`config.mk`:
```
export PLATFORM = sky130hd
export DESIGN_NAME = srgs_port
export DESIGN_NICKNAME = d
export VERILOG_FILES = /design/src/core/srgs_pkg.sv /design/src/core/srgs_sync.sv /design/src/core/srgs_gen.sv /design/src/core/srgs_port.sv
export SDC_FILE = /design/constraint.sdc
export NUM_CORES = 1
export LEC_CHECK = 0
export CORE_MARGIN = 3
export CORE_UTILIZATION = 55
export DETAILED_ROUTE_END_ITERATION = 16
export DONT_BUFFER_PORTS = 1
export GPL_TIMING_DRIVEN = 0
export PLACE_DENSITY = 0.68
export SYNTH_ARGS = -nofsm -noshare
export SYNTH_HDL_FRONTEND = slang
export SYNTH_HIERARCHICAL = 1
export SYNTH_SLANG_ARGS = --single-unit
export TNS_END_PERCENT = 1
```
`constraint.sdc`:
```
create_clock -name clk_sys -period 3.2 [get_ports clk_sys]
set_clock_uncertainty 0.15 [all_clocks]
set_input_delay 0.48 -clock clk_sys [delete_from_list [all_inputs] [get_ports clk_sys]]
set_output_delay 0.48 -clock clk_sys [all_outputs]
set_load 0.01 [all_outputs]
```
`src/core/srgs_pkg.sv`:
```
// Shared constants and types for the serial port reset and generator sharing block.
//
// Summary of operation
// - Portion reset bit at 0 stops portion.
// - Inputs of a reset portion read known.
// - Output frame sync idles at polarity bit.
// - Output bit clocks follow generator clock.
// - Data output floats while transmitter reset.
// - Generator reset drives clock, sync low.
// - Frame sync inactive while own portion reset.
// - Emulator reset restores all register defaults.
// - Device reset resets all, floats output.
// - All reset bits read 0 after reset.
// - Portion reset bits written independently.
// - Internal receive sync uses both generators.
// - Internal clock, external sync: rate only.
// - External clock and sync: no generators.
// - Mode bit picks generator or copy sync.
// - Frame generator may stay reset if unused.
// - External clock, internal sync: copy only.
// - Internal transmit clock, external sync: rate only.
// - External transmit clock, sync: no generators.
// - Reset clears state machines, counters, flags.
`default_nettype none

package srgs_pkg;

	// ==========================================================
	// Register bus geometry and map.
	localparam int ADDR_W = 4;
	localparam int DATA_W = 16;
	localparam logic [ADDR_W-1:0] ADDR_CONTROL = 4'h0;
	localparam logic [ADDR_W-1:0] ADDR_CONFIG = 4'h1;
	localparam logic [ADDR_W-1:0] ADDR_FRAME = 4'h2;
	localparam logic [ADDR_W-1:0] ADDR_STATUS = 4'h3;
	localparam logic [ADDR_W-1:0] ADDR_TX_WORD = 4'h4;
	localparam logic [ADDR_W-1:0] ADDR_RX_WORD = 4'h5;

	// ==========================================================
	// Control register fields and reset value.
	localparam int CTL_RX_RUN = 0;
	localparam int CTL_TX_RUN = 1;
	localparam int CTL_GEN_RUN = 2;
	localparam int CTL_FRAME_RUN = 3;
	localparam int CTL_W = 4;
	localparam logic [CTL_W-1:0] CONTROL_RESET = 4'h0;

	// ==========================================================
	// Configuration register fields and reset value.
	localparam int CFG_RX_CLK_INT = 0;
	localparam int CFG_RX_SYNC_INT = 1;
	localparam int CFG_TX_CLK_INT = 2;
	localparam int CFG_TX_SYNC_INT = 3;
	localparam int CFG_RX_POL = 4;
	localparam int CFG_TX_POL = 5;
	localparam int CFG_MODE = 6;
	localparam int CFG_FLAGS_W = 7;
	localparam int CFG_DIV_LSB = 8;
	localparam int DIV_W = 8;
	localparam logic [CFG_FLAGS_W-1:0] CONFIG_FLAGS_RESET = 7'h00;
	localparam logic [DIV_W-1:0] DIVIDER_RESET = 8'h01;
	localparam int FRAME_W = 8;
	localparam logic [FRAME_W-1:0] FRAME_RESET = 8'h1F;

	// ==========================================================
	// Status register fields.
	localparam int ST_RX_READY = 0;
	localparam int ST_RX_OVERRUN = 1;
	localparam int ST_RX_SYNC_ERR = 2;
	localparam int ST_TX_READY = 3;
	localparam int ST_TX_UNDERFLOW = 4;
	localparam int ST_TX_SYNC_ERR = 5;
	localparam int ST_RX_USES_RATE = 6;
	localparam int ST_RX_USES_FRAME = 7;
	localparam int ST_TX_USES_RATE = 8;
	localparam int ST_TX_USES_FRAME = 9;
	localparam int ST_FRAME_NEEDED = 10;

	// ==========================================================
	// Synchroniser input lanes.
	localparam int LANE_RX_CLK = 0;
	localparam int LANE_RX_FS = 1;
	localparam int LANE_TX_CLK = 2;
	localparam int LANE_TX_FS = 3;
	localparam int LANE_DATA = 4;
	localparam int LANES = 5;

	// Word shifter states.
	typedef enum logic [1:0] {
		SRGS_IDLE = 2'b00,
		SRGS_ARMED = 2'b01,
		SRGS_SHIFT = 2'b10
	} srgs_state_t;

endpackage

`default_nettype wire

```
`src/core/srgs_sync.sv`:
```
// Three-stage pin synchroniser with agreement filter and edge pulses.
`default_nettype none

module srgs_sync #(
	parameter int WIDTH = 1
) (
	input wire logic clk_sys,
	input wire logic rst,
	input wire logic [WIDTH-1:0] asyncIn,
	output logic [WIDTH-1:0] level,
	output logic [WIDTH-1:0] rise,
	output logic [WIDTH-1:0] fall
);

	// ==========================================================
	// Per-lane chain.
	// The first stage feeds only the second; the filter looks at stages two and three.
	genvar i;
	generate
		for (i = 0; i < WIDTH; i++) begin : gLane
			logic stage1_r;
			logic stage2_r;
			logic stage3_r;

			// Chain and filtered level, reset to a known low.
			always_ff @(posedge clk_sys) begin
				if (rst) begin
					stage1_r <= 1'b0;
					stage2_r <= 1'b0;
					stage3_r <= 1'b0;
					level[i] <= 1'b0;
					rise[i] <= 1'b0;
					fall[i] <= 1'b0;
				end else begin
					stage1_r <= asyncIn[i];
					stage2_r <= stage1_r;
					stage3_r <= stage2_r;
					// A change counts only once two stages agree, which rejects one-cycle glitches.
					if (stage2_r == stage3_r && stage3_r != level[i]) begin
						level[i] <= stage3_r;
						rise[i] <= stage3_r;
						fall[i] <= ~stage3_r;
					end else begin
						rise[i] <= 1'b0;
						fall[i] <= 1'b0;
					end
				end
			end
		end
	endgenerate

endmodule

`default_nettype wire

```
`src/core/srgs_gen.sv`:
```
// Shared sample rate generator and frame sync generator.
`default_nettype none

module srgs_gen #(
	parameter int DIV_BITS = 8,
	parameter int FRAME_BITS = 8
) (
	input wire logic clk_sys,
	input wire logic rst,
	input wire logic rateRun,
	input wire logic frameRun,
	input wire logic [DIV_BITS-1:0] divider,
	input wire logic [FRAME_BITS-1:0] framePeriod,
	output logic rateGeneratorClock,
	output logic clockRise,
	output logic clockFall,
	output logic generatedFrameSync
);

	logic [DIV_BITS-1:0] divCount_r;
	logic [FRAME_BITS-1:0] frameCount_r;

	initial begin
		if (DIV_BITS < 1 || FRAME_BITS < 1) begin
			$error("srgs_gen: widths must be at least one bit.");
		end
	end

	// ==========================================================
	// Clock divider: half period is divider+1 system cycles.
	// Only its own reset bit stops it, never a portion reset.
	always_ff @(posedge clk_sys) begin
		if (rst || !rateRun) begin
			divCount_r <= '0;
			rateGeneratorClock <= 1'b0;
			clockRise <= 1'b0;
			clockFall <= 1'b0;
		end else if (divCount_r == divider) begin
			divCount_r <= '0;
			rateGeneratorClock <= ~rateGeneratorClock;
			clockRise <= ~rateGeneratorClock;
			clockFall <= rateGeneratorClock;
		end else begin
			divCount_r <= divCount_r + 1'b1;
			clockRise <= 1'b0;
			clockFall <= 1'b0;
		end
	end

	// ==========================================================
	// Frame sync: one generator clock wide, every framePeriod+1 clocks.
	always_ff @(posedge clk_sys) begin
		if (rst || !rateRun || !frameRun) begin
			frameCount_r <= '0;
			generatedFrameSync <= 1'b0;
		end else if (clockRise) begin
			if (frameCount_r == framePeriod) begin
				frameCount_r <= '0;
				generatedFrameSync <= 1'b1;
			end else begin
				frameCount_r <= frameCount_r + 1'b1;
				generatedFrameSync <= 1'b0;
			end
		end
	end

endmodule

`default_nettype wire

```
`src/core/srgs_port.sv`:
```
// Serial port top: reset control, shared generator use, pins and word shifters.
//
// Local design decisions: the register offsets and the plain strobed port.
`default_nettype none

module srgs_port #(
	parameter int WORD_BITS = 16
) (
	input wire logic clk_sys,
	input wire logic rst,
	input wire logic emulatorReset,
	input wire logic [srgs_pkg::ADDR_W-1:0] regAddr,
	input wire logic [srgs_pkg::DATA_W-1:0] regWrData,
	input wire logic regWr,
	input wire logic regRd,
	output logic [srgs_pkg::DATA_W-1:0] regRdData,
	input wire logic receiveBitClockIn,
	output logic receiveBitClockOut,
	output logic receiveBitClockOe,
	input wire logic receiveFrameSyncIn,
	output logic receiveFrameSyncOut,
	output logic receiveFrameSyncOe,
	input wire logic transmitBitClockIn,
	output logic transmitBitClockOut,
	output logic transmitBitClockOe,
	input wire logic transmitFrameSyncIn,
	output logic transmitFrameSyncOut,
	output logic transmitFrameSyncOe,
	input wire logic serialDataIn,
	output logic serialDataOut,
	output logic serialDataOutOe
);

	localparam int CNT_W = $clog2(WORD_BITS + 1);
	localparam logic [CNT_W-1:0] LAST_BIT = CNT_W'(WORD_BITS - 1);

	initial begin
		if (WORD_BITS < 2 || WORD_BITS > srgs_pkg::DATA_W) begin
			$error("srgs_port: WORD_BITS must lie between 2 and the bus width.");
		end
	end

	// ==========================================================
	// Declarations.
	logic regReset;
	logic [srgs_pkg::CTL_W-1:0] control_r;
	logic [srgs_pkg::CFG_FLAGS_W-1:0] cfgFlags_r;
	logic [srgs_pkg::DIV_W-1:0] divider_r;
	logic [srgs_pkg::FRAME_W-1:0] framePeriod_r;
	logic rxRun, txRun, genRun, frameRun;
	logic rxClkInt, rxSyncInt, txClkInt, txSyncInt, rxPol, txPol, sourceMode;
	logic rxUsesRate, rxUsesFrame, txUsesRate, txUsesFrame, txCopyMode, frameNeeded;
	logic genClock, genRise, genFall, genSync;
	logic [srgs_pkg::LANES-1:0] pinLevel, pinRise, pinFall;
	logic rxRise, rxSync, rxSyncPrev_r, rxStart;
	logic txRise, txFall, txSync, txSyncPrev_r, txStart, txCopy;
	srgs_pkg::srgs_state_t rxState_r, txState_r;
	logic [CNT_W-1:0] rxCount_r, txCount_r;
	logic [WORD_BITS-1:0] rxShift_r, rxWord_r, txShift_r, holdWord_r;
	logic holdValid_r, copySync_r, dataBit_r;
	logic rxDone, rxErrEvt, txErrEvt, txUnderEvt;
	logic rxReady_r, rxOverrun_r, rxSyncErr_r, txUnder_r, txSyncErr_r;
	logic wrControl, wrConfig, wrFrame, wrStatus, wrTxWord, rdRxWord;
	logic [srgs_pkg::DATA_W-1:0] status;

	// Device reset and emulator reset both return every register to default.
	assign regReset = rst | emulatorReset;

	// ==========================================================
	// Register write decode.
	assign wrControl = regWr && regAddr == srgs_pkg::ADDR_CONTROL;
	assign wrConfig = regWr && regAddr == srgs_pkg::ADDR_CONFIG;
	assign wrFrame = regWr && regAddr == srgs_pkg::ADDR_FRAME;
	assign wrStatus = regWr && regAddr == srgs_pkg::ADDR_STATUS;
	assign wrTxWord = regWr && regAddr == srgs_pkg::ADDR_TX_WORD;
	assign rdRxWord = regRd && regAddr == srgs_pkg::ADDR_RX_WORD;

	// Reset bits: all four come out of reset at 0, so the port stays held.
	// Each bit is stored on its own, so one portion can change alone.
	always_ff @(posedge clk_sys) begin
		if (regReset) begin
			control_r <= srgs_pkg::CONTROL_RESET;
		end else if (wrControl) begin
			control_r <= regWrData[srgs_pkg::CTL_W-1:0];
		end
	end

	// Configuration, divider and frame period.
	always_ff @(posedge clk_sys) begin
		if (regReset) begin
			cfgFlags_r <= srgs_pkg::CONFIG_FLAGS_RESET;
			divider_r <= srgs_pkg::DIVIDER_RESET;
			framePeriod_r <= srgs_pkg::FRAME_RESET;
		end else begin
			if (wrConfig) begin
				cfgFlags_r <= regWrData[srgs_pkg::CFG_FLAGS_W-1:0];
				divider_r <= regWrData[srgs_pkg::CFG_DIV_LSB +: srgs_pkg::DIV_W];
			end
			if (wrFrame) begin
				framePeriod_r <= regWrData[srgs_pkg::FRAME_W-1:0];
			end
		end
	end

	assign rxRun = control_r[srgs_pkg::CTL_RX_RUN];
	assign txRun = control_r[srgs_pkg::CTL_TX_RUN];
	assign genRun = control_r[srgs_pkg::CTL_GEN_RUN];
	assign frameRun = control_r[srgs_pkg::CTL_FRAME_RUN];
	assign rxClkInt = cfgFlags_r[srgs_pkg::CFG_RX_CLK_INT];
	assign rxSyncInt = cfgFlags_r[srgs_pkg::CFG_RX_SYNC_INT];
	assign txClkInt = cfgFlags_r[srgs_pkg::CFG_TX_CLK_INT];
	assign txSyncInt = cfgFlags_r[srgs_pkg::CFG_TX_SYNC_INT];
	assign rxPol = cfgFlags_r[srgs_pkg::CFG_RX_POL];
	assign txPol = cfgFlags_r[srgs_pkg::CFG_TX_POL];
	assign sourceMode = cfgFlags_r[srgs_pkg::CFG_MODE];

	// ==========================================================
	// Shared generator use per clock and frame sync source.
	// An internal receive sync needs both generators whatever the clock source.
	assign rxUsesRate = rxClkInt | rxSyncInt;
	assign rxUsesFrame = rxSyncInt;
	// An external transmit clock cannot follow the frame generator, so it copies.
	assign txCopyMode = txSyncInt & (~txClkInt | ~sourceMode);
	assign txUsesRate = txClkInt;
	assign txUsesFrame = txClkInt & txSyncInt & sourceMode;
	// Reported so software knows the frame generator may be left in reset.
	assign frameNeeded = (rxRun & rxUsesFrame) | (txRun & txUsesFrame);

	// The rate generator sees only its own reset bit, the frame generator both bits; software keeps them running while used.
	srgs_gen #(
		.DIV_BITS(srgs_pkg::DIV_W),
		.FRAME_BITS(srgs_pkg::FRAME_W)
	) uGen (
		.clk_sys(clk_sys),
		.rst(regReset),
		.rateRun(genRun),
		.frameRun(frameRun),
		.divider(divider_r),
		.framePeriod(framePeriod_r),
		.rateGeneratorClock(genClock),
		.clockRise(genRise),
		.clockFall(genFall),
		.generatedFrameSync(genSync)
	);

	srgs_sync #(
		.WIDTH(srgs_pkg::LANES)
	) uSync (
		.clk_sys(clk_sys),
		.rst(regReset),
		.asyncIn({serialDataIn, transmitFrameSyncIn, transmitBitClockIn,
			receiveFrameSyncIn, receiveBitClockIn}),
		.level(pinLevel),
		.rise(pinRise),
		.fall(pinFall)
	);

	// ==========================================================
	// Receiver.
	// A portion in reset sees no edges, so its inputs look still and known.
	assign rxRise = rxRun & (rxClkInt ? genRise : pinRise[srgs_pkg::LANE_RX_CLK]);
	assign rxSync = rxRun & (rxSyncInt ? genSync
		: (pinLevel[srgs_pkg::LANE_RX_FS] ^ rxPol));
	assign rxStart = rxRise & rxSync & ~rxSyncPrev_r;
	assign rxDone = rxRise && rxState_r == srgs_pkg::SRGS_SHIFT && rxCount_r == '0;
	assign rxErrEvt = rxStart && rxState_r == srgs_pkg::SRGS_SHIFT;

	// Receive shifter: frame sync on one rising edge, data on the next WORD_BITS.
	always_ff @(posedge clk_sys) begin
		if (regReset || !rxRun) begin
			rxState_r <= srgs_pkg::SRGS_IDLE;
			rxCount_r <= '0;
			rxShift_r <= '0;
			rxSyncPrev_r <= 1'b0;
		end else if (rxRise) begin
			rxSyncPrev_r <= rxSync;
			case (rxState_r)
				srgs_pkg::SRGS_IDLE: begin
					if (rxStart) begin
						rxState_r <= srgs_pkg::SRGS_SHIFT;
						rxCount_r <= LAST_BIT;
					end
				end
				srgs_pkg::SRGS_SHIFT: begin
					rxShift_r <= {rxShift_r[WORD_BITS-2:0], pinLevel[srgs_pkg::LANE_DATA]};
					if (rxCount_r == '0) begin
						rxState_r <= srgs_pkg::SRGS_IDLE;
					end else begin
						rxCount_r <= rxCount_r - 1'b1;
					end
				end
				default: begin
					rxState_r <= srgs_pkg::SRGS_IDLE;
				end
			endcase
		end
	end

	// Receive word and flags; a new event wins over a clear in the same cycle.
	always_ff @(posedge clk_sys) begin
		if (regReset || !rxRun) begin
			rxWord_r <= '0;
			rxReady_r <= 1'b0;
			rxOverrun_r <= 1'b0;
			rxSyncErr_r <= 1'b0;
		end else begin
			if (rxDone) begin
				rxWord_r <= {rxShift_r[WORD_BITS-2:0], pinLevel[srgs_pkg::LANE_DATA]};
				rxReady_r <= 1'b1;
			end else if (rdRxWord) begin
				rxReady_r <= 1'b0;
			end
			if (rxDone && rxReady_r && !rdRxWord) begin
				rxOverrun_r <= 1'b1;
			end else if (wrStatus && regWrData[srgs_pkg::ST_RX_OVERRUN]) begin
				rxOverrun_r <= 1'b0;
			end
			if (rxErrEvt) begin
				rxSyncErr_r <= 1'b1;
			end else if (wrStatus && regWrData[srgs_pkg::ST_RX_SYNC_ERR]) begin
				rxSyncErr_r <= 1'b0;
			end
		end
	end

	// ==========================================================
	// Transmitter.
	assign txRise = txRun & (txClkInt ? genRise : pinRise[srgs_pkg::LANE_TX_CLK]);
	assign txFall = txRun & (txClkInt ? genFall : pinFall[srgs_pkg::LANE_TX_CLK]);
	assign txSync = txRun & (txSyncInt ? genSync
		: (pinLevel[srgs_pkg::LANE_TX_FS] ^ txPol));
	assign txStart = txRise & ~txCopyMode & txSync & ~txSyncPrev_r;
	assign txErrEvt = txStart && txState_r != srgs_pkg::SRGS_IDLE;
	// Copy the holding word on a falling edge: at once in copy mode, else after a sync.
	assign txCopy = txFall && ((txState_r == srgs_pkg::SRGS_IDLE && txCopyMode && holdValid_r)
		|| txState_r == srgs_pkg::SRGS_ARMED);
	assign txUnderEvt = txCopy && !holdValid_r;

	// Transmit shifter, MSB first, one bit per falling edge.
	always_ff @(posedge clk_sys) begin
		if (regReset || !txRun) begin
			txState_r <= srgs_pkg::SRGS_IDLE;
			txCount_r <= '0;
			txShift_r <= '0;
			txSyncPrev_r <= 1'b0;
			copySync_r <= 1'b0;
			dataBit_r <= 1'b0;
		end else begin
			if (txRise) begin
				txSyncPrev_r <= txSync;
			end
			if (txCopy) begin
				// An empty holding word shifts out the old shift contents, which are all zero by then.
				txShift_r <= holdValid_r ? {holdWord_r[WORD_BITS-2:0], 1'b0}
					: {txShift_r[WORD_BITS-2:0], 1'b0};
				dataBit_r <= holdValid_r ? holdWord_r[WORD_BITS-1] : txShift_r[WORD_BITS-1];
				txCount_r <= LAST_BIT;
				txState_r <= srgs_pkg::SRGS_SHIFT;
				copySync_r <= txState_r == srgs_pkg::SRGS_IDLE;
			end else begin
				case (txState_r)
					srgs_pkg::SRGS_IDLE: begin
						if (txStart) begin
							txState_r <= srgs_pkg::SRGS_ARMED;
						end
					end
					// Armed waits for the copying falling edge; leaving early would lose the sync.
					srgs_pkg::SRGS_ARMED: begin
						txState_r <= srgs_pkg::SRGS_ARMED;
					end
					srgs_pkg::SRGS_SHIFT: begin
						if (txFall) begin
							copySync_r <= 1'b0;
							dataBit_r <= txShift_r[WORD_BITS-1];
							txShift_r <= {txShift_r[WORD_BITS-2:0], 1'b0};
							if (txCount_r == '0) begin
								txState_r <= srgs_pkg::SRGS_IDLE;
							end else begin
								txCount_r <= txCount_r - 1'b1;
							end
						end
					end
					default: begin
						txState_r <= srgs_pkg::SRGS_IDLE;
					end
				endcase
			end
		end
	end

	// Holding word: a write landing with a copy keeps the new word valid.
	always_ff @(posedge clk_sys) begin
		if (regReset) begin
			holdWord_r <= '0;
			holdValid_r <= 1'b0;
		end else if (wrTxWord) begin
			holdWord_r <= regWrData[WORD_BITS-1:0];
			holdValid_r <= 1'b1;
		end else if (txCopy) begin
			holdValid_r <= 1'b0;
		end
	end

	// Transmit flags; hardware events win over software clears.
	always_ff @(posedge clk_sys) begin
		if (regReset || !txRun) begin
			txUnder_r <= 1'b0;
			txSyncErr_r <= 1'b0;
		end else begin
			if (txUnderEvt) begin
				txUnder_r <= 1'b1;
			end else if (wrStatus && regWrData[srgs_pkg::ST_TX_UNDERFLOW]) begin
				txUnder_r <= 1'b0;
			end
			if (txErrEvt) begin
				txSyncErr_r <= 1'b1;
			end else if (wrStatus && regWrData[srgs_pkg::ST_TX_SYNC_ERR]) begin
				txSyncErr_r <= 1'b0;
			end
		end
	end

	// ==========================================================
	// Pin drivers, all registered.
	// Default configuration makes every two-way pin an input and floats data out.
	always_ff @(posedge clk_sys) begin
		if (regReset) begin
			receiveBitClockOut <= 1'b0;
			receiveBitClockOe <= 1'b0;
			receiveFrameSyncOut <= 1'b0;
			receiveFrameSyncOe <= 1'b0;
			transmitBitClockOut <= 1'b0;
			transmitBitClockOe <= 1'b0;
			transmitFrameSyncOut <= 1'b0;
			transmitFrameSyncOe <= 1'b0;
			serialDataOut <= 1'b0;
			serialDataOutOe <= 1'b0;
		end else begin
			// Output bit clocks run from the generator even with the portion in reset.
			receiveBitClockOe <= rxClkInt;
			receiveBitClockOut <= genClock;
			transmitBitClockOe <= txClkInt;
			transmitBitClockOut <= genClock;
			// A reset portion holds its sync at the polarity bit, its inactive level.
			receiveFrameSyncOe <= rxSyncInt;
			receiveFrameSyncOut <= (rxRun & genSync) ^ rxPol;
			transmitFrameSyncOe <= txSyncInt;
			transmitFrameSyncOut <= (txRun & (txCopyMode ? copySync_r : genSync)) ^ txPol;
			serialDataOutOe <= txRun;
			serialDataOut <= txRun & dataBit_r;
		end
	end

	// ==========================================================
	// Register read port: data one cycle after the strobe, zero elsewhere.
	always_comb begin
		status = '0;
		status[srgs_pkg::ST_RX_READY] = rxReady_r;
		status[srgs_pkg::ST_RX_OVERRUN] = rxOverrun_r;
		status[srgs_pkg::ST_RX_SYNC_ERR] = rxSyncErr_r;
		status[srgs_pkg::ST_TX_READY] = txRun & ~holdValid_r;
		status[srgs_pkg::ST_TX_UNDERFLOW] = txUnder_r;
		status[srgs_pkg::ST_TX_SYNC_ERR] = txSyncErr_r;
		status[srgs_pkg::ST_RX_USES_RATE] = rxUsesRate;
		status[srgs_pkg::ST_RX_USES_FRAME] = rxUsesFrame;
		status[srgs_pkg::ST_TX_USES_RATE] = txUsesRate;
		status[srgs_pkg::ST_TX_USES_FRAME] = txUsesFrame;
		status[srgs_pkg::ST_FRAME_NEEDED] = frameNeeded;
	end

	always_ff @(posedge clk_sys) begin
		if (regReset) begin
			regRdData <= '0;
		end else if (regRd) begin
			case (regAddr)
				srgs_pkg::ADDR_CONTROL: begin
					regRdData <= srgs_pkg::DATA_W'(control_r);
				end
				srgs_pkg::ADDR_CONFIG: begin
					regRdData <= {divider_r, 1'b0, cfgFlags_r};
				end
				srgs_pkg::ADDR_FRAME: begin
					regRdData <= srgs_pkg::DATA_W'(framePeriod_r);
				end
				srgs_pkg::ADDR_STATUS: begin
					regRdData <= status;
				end
				srgs_pkg::ADDR_RX_WORD: begin
					regRdData <= srgs_pkg::DATA_W'(rxWord_r);
				end
				default: begin
					regRdData <= '0;
				end
			endcase
		end else begin
			regRdData <= '0;
		end
	end

endmodule

`default_nettype wire

```
### Word level (Yosys, flattened, before mapping)

Index checks and enable logic that the tools add are counted.

| operators by class | value |
|---|---|
| $add $sub $neg | 4 |
| reduce and logical (&&, ||, !) cells | 65 |
| div/mod/pow operators | 0 |
| mux-type cells | 47 |
| shift-type cells | 0 |
| magnitude comparators | 0 |
| multiply operators | 0 |
| bitwise operators | 40 |
| equality and inequality tests | 30 |

Operator list:

| kind | count |
|---|---|
| 16-bit one-hot mux with 5 select lines | 1 |
| 16-bit 2-to-1 mux | 4 |
| 1-bit 2-to-1 mux | 26 |
| 1-bit logical AND | 25 |
| 2-bit nonzero test | 10 |
| 1-bit AND | 19 |
| 8-bit by 1-bit adder with 8-bit output, second input constant | 2 |
| 8-bit == test | 2 |
| 4-bit 2-to-1 mux | 4 |
| 3-bit AND reduction | 5 |
| 1-bit NOT | 13 |
| 2-bit 2-to-1 mux | 6 |
| 2-bit != test, second input constant | 6 |
| 2-bit OR reduction | 6 |
| 5-bit zero test | 2 |
| 5-bit 2-to-1 mux | 2 |
| 5-bit one-hot mux with 2 select lines | 1 |
| 5-bit by 1-bit subtractor with 5-bit output, second input constant | 2 |
| 3-bit != test, second input constant | 3 |
| 4-bit by 2-bit == test with 1-bit output, second input constant | 2 |
| 4-bit by 3-bit == test with 1-bit output, second input constant | 2 |
| 8-bit 2-to-1 mux | 1 |
| 1-bit zero test | 6 |
| 2-bit one-hot mux with 3 select lines | 1 |
| other kinds (14) | 35 |

| word-level totals | value |
|---|---|
| bits in latches | 0 |
| bits in registers | 182 |
| bits in read-only memories | 0 |
| memories kept | 0 |
| bits of input ports | 30 |
| word-level logic and storage cells | 249 |
| output and inout port bits | 26 |
| bits in writable memories | 0 |

### Logic depth before layout (Yosys ltp)

| depth | value |
|---|---|
| depth after elaboration | 10 |
| mapped depth | 8 |
| mapped depth without buffers | 7 |

### Modules after synthesis

Netlist, hierarchy kept.

By module, submodules not included:

| module | instances | cells each | seq. area each (sq um) | area an instance (sq um) |
|---|---|---|---|---|
| srgs_port | 1 | 664 | 2,742.6 | 5,413.9 |
| srgs_gen | 1 | 104 | 400.4 | 1,009.7 |
| srgs_sync | 1 | 72 | 600.6 | 957.2 |

### Worst setup path before layout

No wires, ideal clock.

| path | value |
|---|---|
| path type | input-to-reg |
| from | in emulatorReset |
| to | reg uGen.frameCount_r[0] |
| arrival time | 1,801 ps |
| buffers on the path | 1 |
| slack | 1,185 ps |
| stages on the path | 7 |
| data required time | 2,986 ps |
| library setup time | 64 ps |
| path through | nor2_1 > inv_1 > clkbuf_1 > nor2b_1 > and2_1 > o31ai_4 > nor2_1 |

| between the ends | value |
|---|---|
| longest elaborated chain between the ends | 3 |

RTL lines:

| item | line | text |
|---|---|---|
| from (decl) | srgs_port.sv:11 | `input wire logic emulatorReset,` |
| 1-bit bitwise OR | srgs_port.sv:67 | `assign regReset = rst \| emulatorReset;` |
| named net regReset | srgs_port.sv:45 | `logic regReset;` |
| 1-bit logical OR (2 in series) | srgs_gen.sv:53 | `if (rst \|\| !rateRun \|\| !frameRun) begin` |
| to (signal assigned) | srgs_gen.sv:61 | `frameCount_r <= frameCount_r + 1'b1;` |
| to (decl) | srgs_gen.sv:21 | `logic [FRAME_BITS-1:0] frameCount_r;` |

The timed path passes the listed nets, and every way through them passes these cells.
A chain may end at the register's enable or synchronous reset.

### Worst setup path after layout

| path | value |
|---|---|
| from | reg rxCount_r[0] |
| to | reg rxWord_r[14] |

| between the ends | value |
|---|---|
| longest elaborated chain between the ends | 2 |

RTL lines:

| item | line | text |
|---|---|---|
| from (decl) | srgs_port.sv:58 | `logic [CNT_W-1:0] rxCount_r, txCount_r;` |
| from (signal assigned) | srgs_port.sv:189 | `rxCount_r <= rxCount_r - 1'b1;` |
| 5-bit zero test | srgs_port.sv:165 | `assign rxDone = rxRise && rxState_r == srgs_pkg::SRGS_SHIFT && rxCount_r == '0;` |
| 1-bit logical AND | srgs_port.sv:165 |  |
| to (signal assigned) | srgs_port.sv:208 | `rxWord_r <= {rxShift_r[WORD_BITS-2:0], pinLevel[srgs_pkg::LANE_DATA]};` |
| to (decl) | srgs_port.sv:59 | `logic [WORD_BITS-1:0] rxShift_r, rxWord_r, txShift_r, holdWord_r;` |

No other way between the ends.

==> metrics.md <==
| Metric | Value |
|---|---|
| Cell Count, Final, Fillers Out | `just over 1000` |
| IO Pins | `56` |
| Crit end category | `register` |
| Die Span X | `between 100 and 150 um` |
| Routed len/inst | `between 15 and 20 um` |
| RSZ-0062 raised after global routing | `false` |
| Placed Instances | `between 900 and 1000` |
| Die Y-Extent | `around 120 um` |
| CTS tree | `done` |
| Crit path cell chain | `inv_1, ha_1, nor4b_1, nand3_1, clkbuf_1, nand2_1, a21oi_1` |
| Maximum vdd drop | `0.000509 V` |
| Vias | `5811` |
| WL final | `17100 um` |
| N_diodes | `0` |
| Final period util | `~73%` |
| Hold Buf Count CTS | `0` |
| Setup Fix Bufs, Post-CTS | `0` |
| Final GP Congestion | `roughly 0.9` |
| Area delta synth->final | `12.1%` |
| CP max FO | `10` |
| Share of layout cells above drive strength 1 | `8.74%` |
| Remaining DRCs | `0` |
| Final Max Tran Viols | `0` |
| Number of CTS-inserted buffers | `17` |
| Maxcap violations | `0` |
| Synthesized area per cell | `about 8.6 um^2` |
| CTS resizes | `0` |
| Leakage | `about 0.0025 uW` |
| Worst hold slack | `~0.025 ns` |
| Core area | `roughly 0.012 mm^2` |
| Metal2 WL | `8150 um` |
| HP Class | `input port to register` |
| PD cells | `about 570 mW/mm^2` |
| Slew @ Worst Pin | `between 1 and 1.5 ns` |
| Critical Path Source Type | `register` |
| Initial antenna violation count | `0` |
| Data arrival time of the worst path | `2.47 ns` |
| Clk sinks | `180` |
| F_max | `between 400 and 500 MHz` |
| Vias in the first global route | `between 5000 and 6000` |
| Gr ovfl total | `0` |
| Register-to-register setup slack | `between 0.8 and 0.9 ns` |
| TritonRoute pass-1 iters | `5` |
| Rows | `40` |
| Maximum buffer depth of the clock tree | `2` |
| Wire length on met3 | `around 1500 um` |
| Hold-critical path depth | `2` |
| Clock slew at reported path FFs | `about 0.060 ns` |
| Req. time, crit path | `about 3.3 ns` |
| Die area | `between 0.01 and 0.015 mm^2` |
| Fin nets | `slightly below 900` |
| Root buf cell | `clkbuf_16` |
| Post-route ant nets | `0` |
| Post-Syn Nets | `between 800 and 900` |
| TNS Setup | `0 ns` |
| First-pass GRT wire length | `between 20000 and 30000 um` |
| Cell Area, Synth | `roughly 0.0071 mm^2` |
| Total power | `about 4600 uW` |
| Post-Syn Instances | `slightly above 800` |
| Outcome | `finished, final reports clean` |
| Total GRT Usage | `between 20% and 30%` |
| Period minus WS final | `around 2.3 ns` |
| Initial core utilization | `57.8%` |
| Critical path's largest stage delay | `about 0.5 ns` |
| Max Used Layer | `met4` |
| Largest net degree at the start of global routing | `19` |
| Met1 WL | `approximately 7100 um` |
| H-tree levels | `4` |
| Rel. slew slack | `29.2%` |
| DP HPWL | `~13000 um` |
| Synth warn | `6` |
| Skew-Pair Late Insertion Delay | `approximately 0.43 ns` |
| # port buffers | `0` |
| Crit path max-delay cell type | `nor4b_1` |
| Fin. Hold Viols | `0` |
| Via/cell ratio | `around 5.7` |
| Final setup fails | `0` |
| DRT iter0 DRCs | `601` |
| R2r worst-path depth | `7` |
| Critical path class | `register to register` |
cell type report:
type	instances	area (um^2)
plain buffers	49	219
clock buffers	21	480
clock inverters	11	173
fillers	1071	4330
inverters	11	41.3
multi-input cells	586	3260
flip-flops and latches	180	3600
well taps	168	210
per-layer routing:
metal / vias to the layer above / global-route usage [%]
met5: - / 0
met4: 0 / 8.02
met3: 30 / 7.92
met2: 207 / 40.6
met1: 2742 / 30.9
li1: 2832 / -
critical path, delay by kind of cell, from the launching register on:
family          cells  cell delay [ns]
buf+inv             2             0.42
fa+ha+maj           1             0.18
simple gates        3             1.02
flops               1             0.33
compound gates      1             0.07
layout by cell type (no fill, tap or decap), types with 8 or more instances in the layout:
master and instances:
nor2_1 44, a21oi_1 101, and2_1 10, a222oi_1 8, a22oi_1 11, nor2b_1 14, a31oi_1 17, buf_2 10
o21ai_0 25, xor2_1 15, inv_1 11, clkbuf_1 34, dfxtp_1 180, nand3_1 21, clkbuf_16 17, xnor2_1 21
nand2_1 212
through the flow:
| step | utilization, % | instance area, um^2 | setup WS [ns] |
|---|---|---|---|
| 3_5_place_dp | 59.5 | 7330 | 0.487 |
| 6_report | 64.8 | 7980 | 0.874 |
| 4_1_cts | 64.8 | 7980 | 0.891 |
| 3_3_place_gp | 59.5 | 7330 | 0.485 |
| 5_1_grt | 64.8 | 7980 | 0.640 |
| 2_1_floorplan | - | 7120 | 1.18 |
report_power, final:
| group | total (uW) | switching [uW] | internal (uW) |
|---|---|---|---|
| sequential | 2250 | 5.18 | 2250 |
| clock | 2240 | 846 | 1390 |
| combinational | 66.4 | 45.5 | 20.9 |
| total | 4560 | 897 | 3660 |
path summary, 6_finish.rpt:
| kind | startpoint | endpoint |
|---|---|---|
| max | rxCount_r[0]$_SDFFE_PP0P_ | rxWord_r[14]$_SDFFE_PP0P_ |
| min | regWrData[1] | framePeriod_r[1]$_SDFFE_PP1P_ |
| max reg2reg | rxCount_r[0]$_SDFFE_PP0P_ | rxWord_r[14]$_SDFFE_PP0P_ |
| min reg2reg | uSync/gLane[1].stage1_r$_SDFF_PP0_ | uSync/gLane[1].stage2_r$_SDFF_PP0_ |
state kept, by name (all words and copies together) (netlist names), 2 cells and up:
name                  flops
holdWord_r               16
regRdData                16
rxWord_r                 16
rxShift_r                15
txShift_r                15
divider_r                 8
framePeriod_r             8
uGen/divCount_r           8
uGen/frameCount_r         8
cfgFlags_r                7
rxCount_r                 5
txCount_r                 5
uSync/gLane.stage1_r      5
uSync/gLane.stage2_r      5
uSync/gLane.stage3_r      5
uSync/level               5
control_r                 4
txState_r                 2
uSync/rise                2
Power figures use the tool's default switching activity.
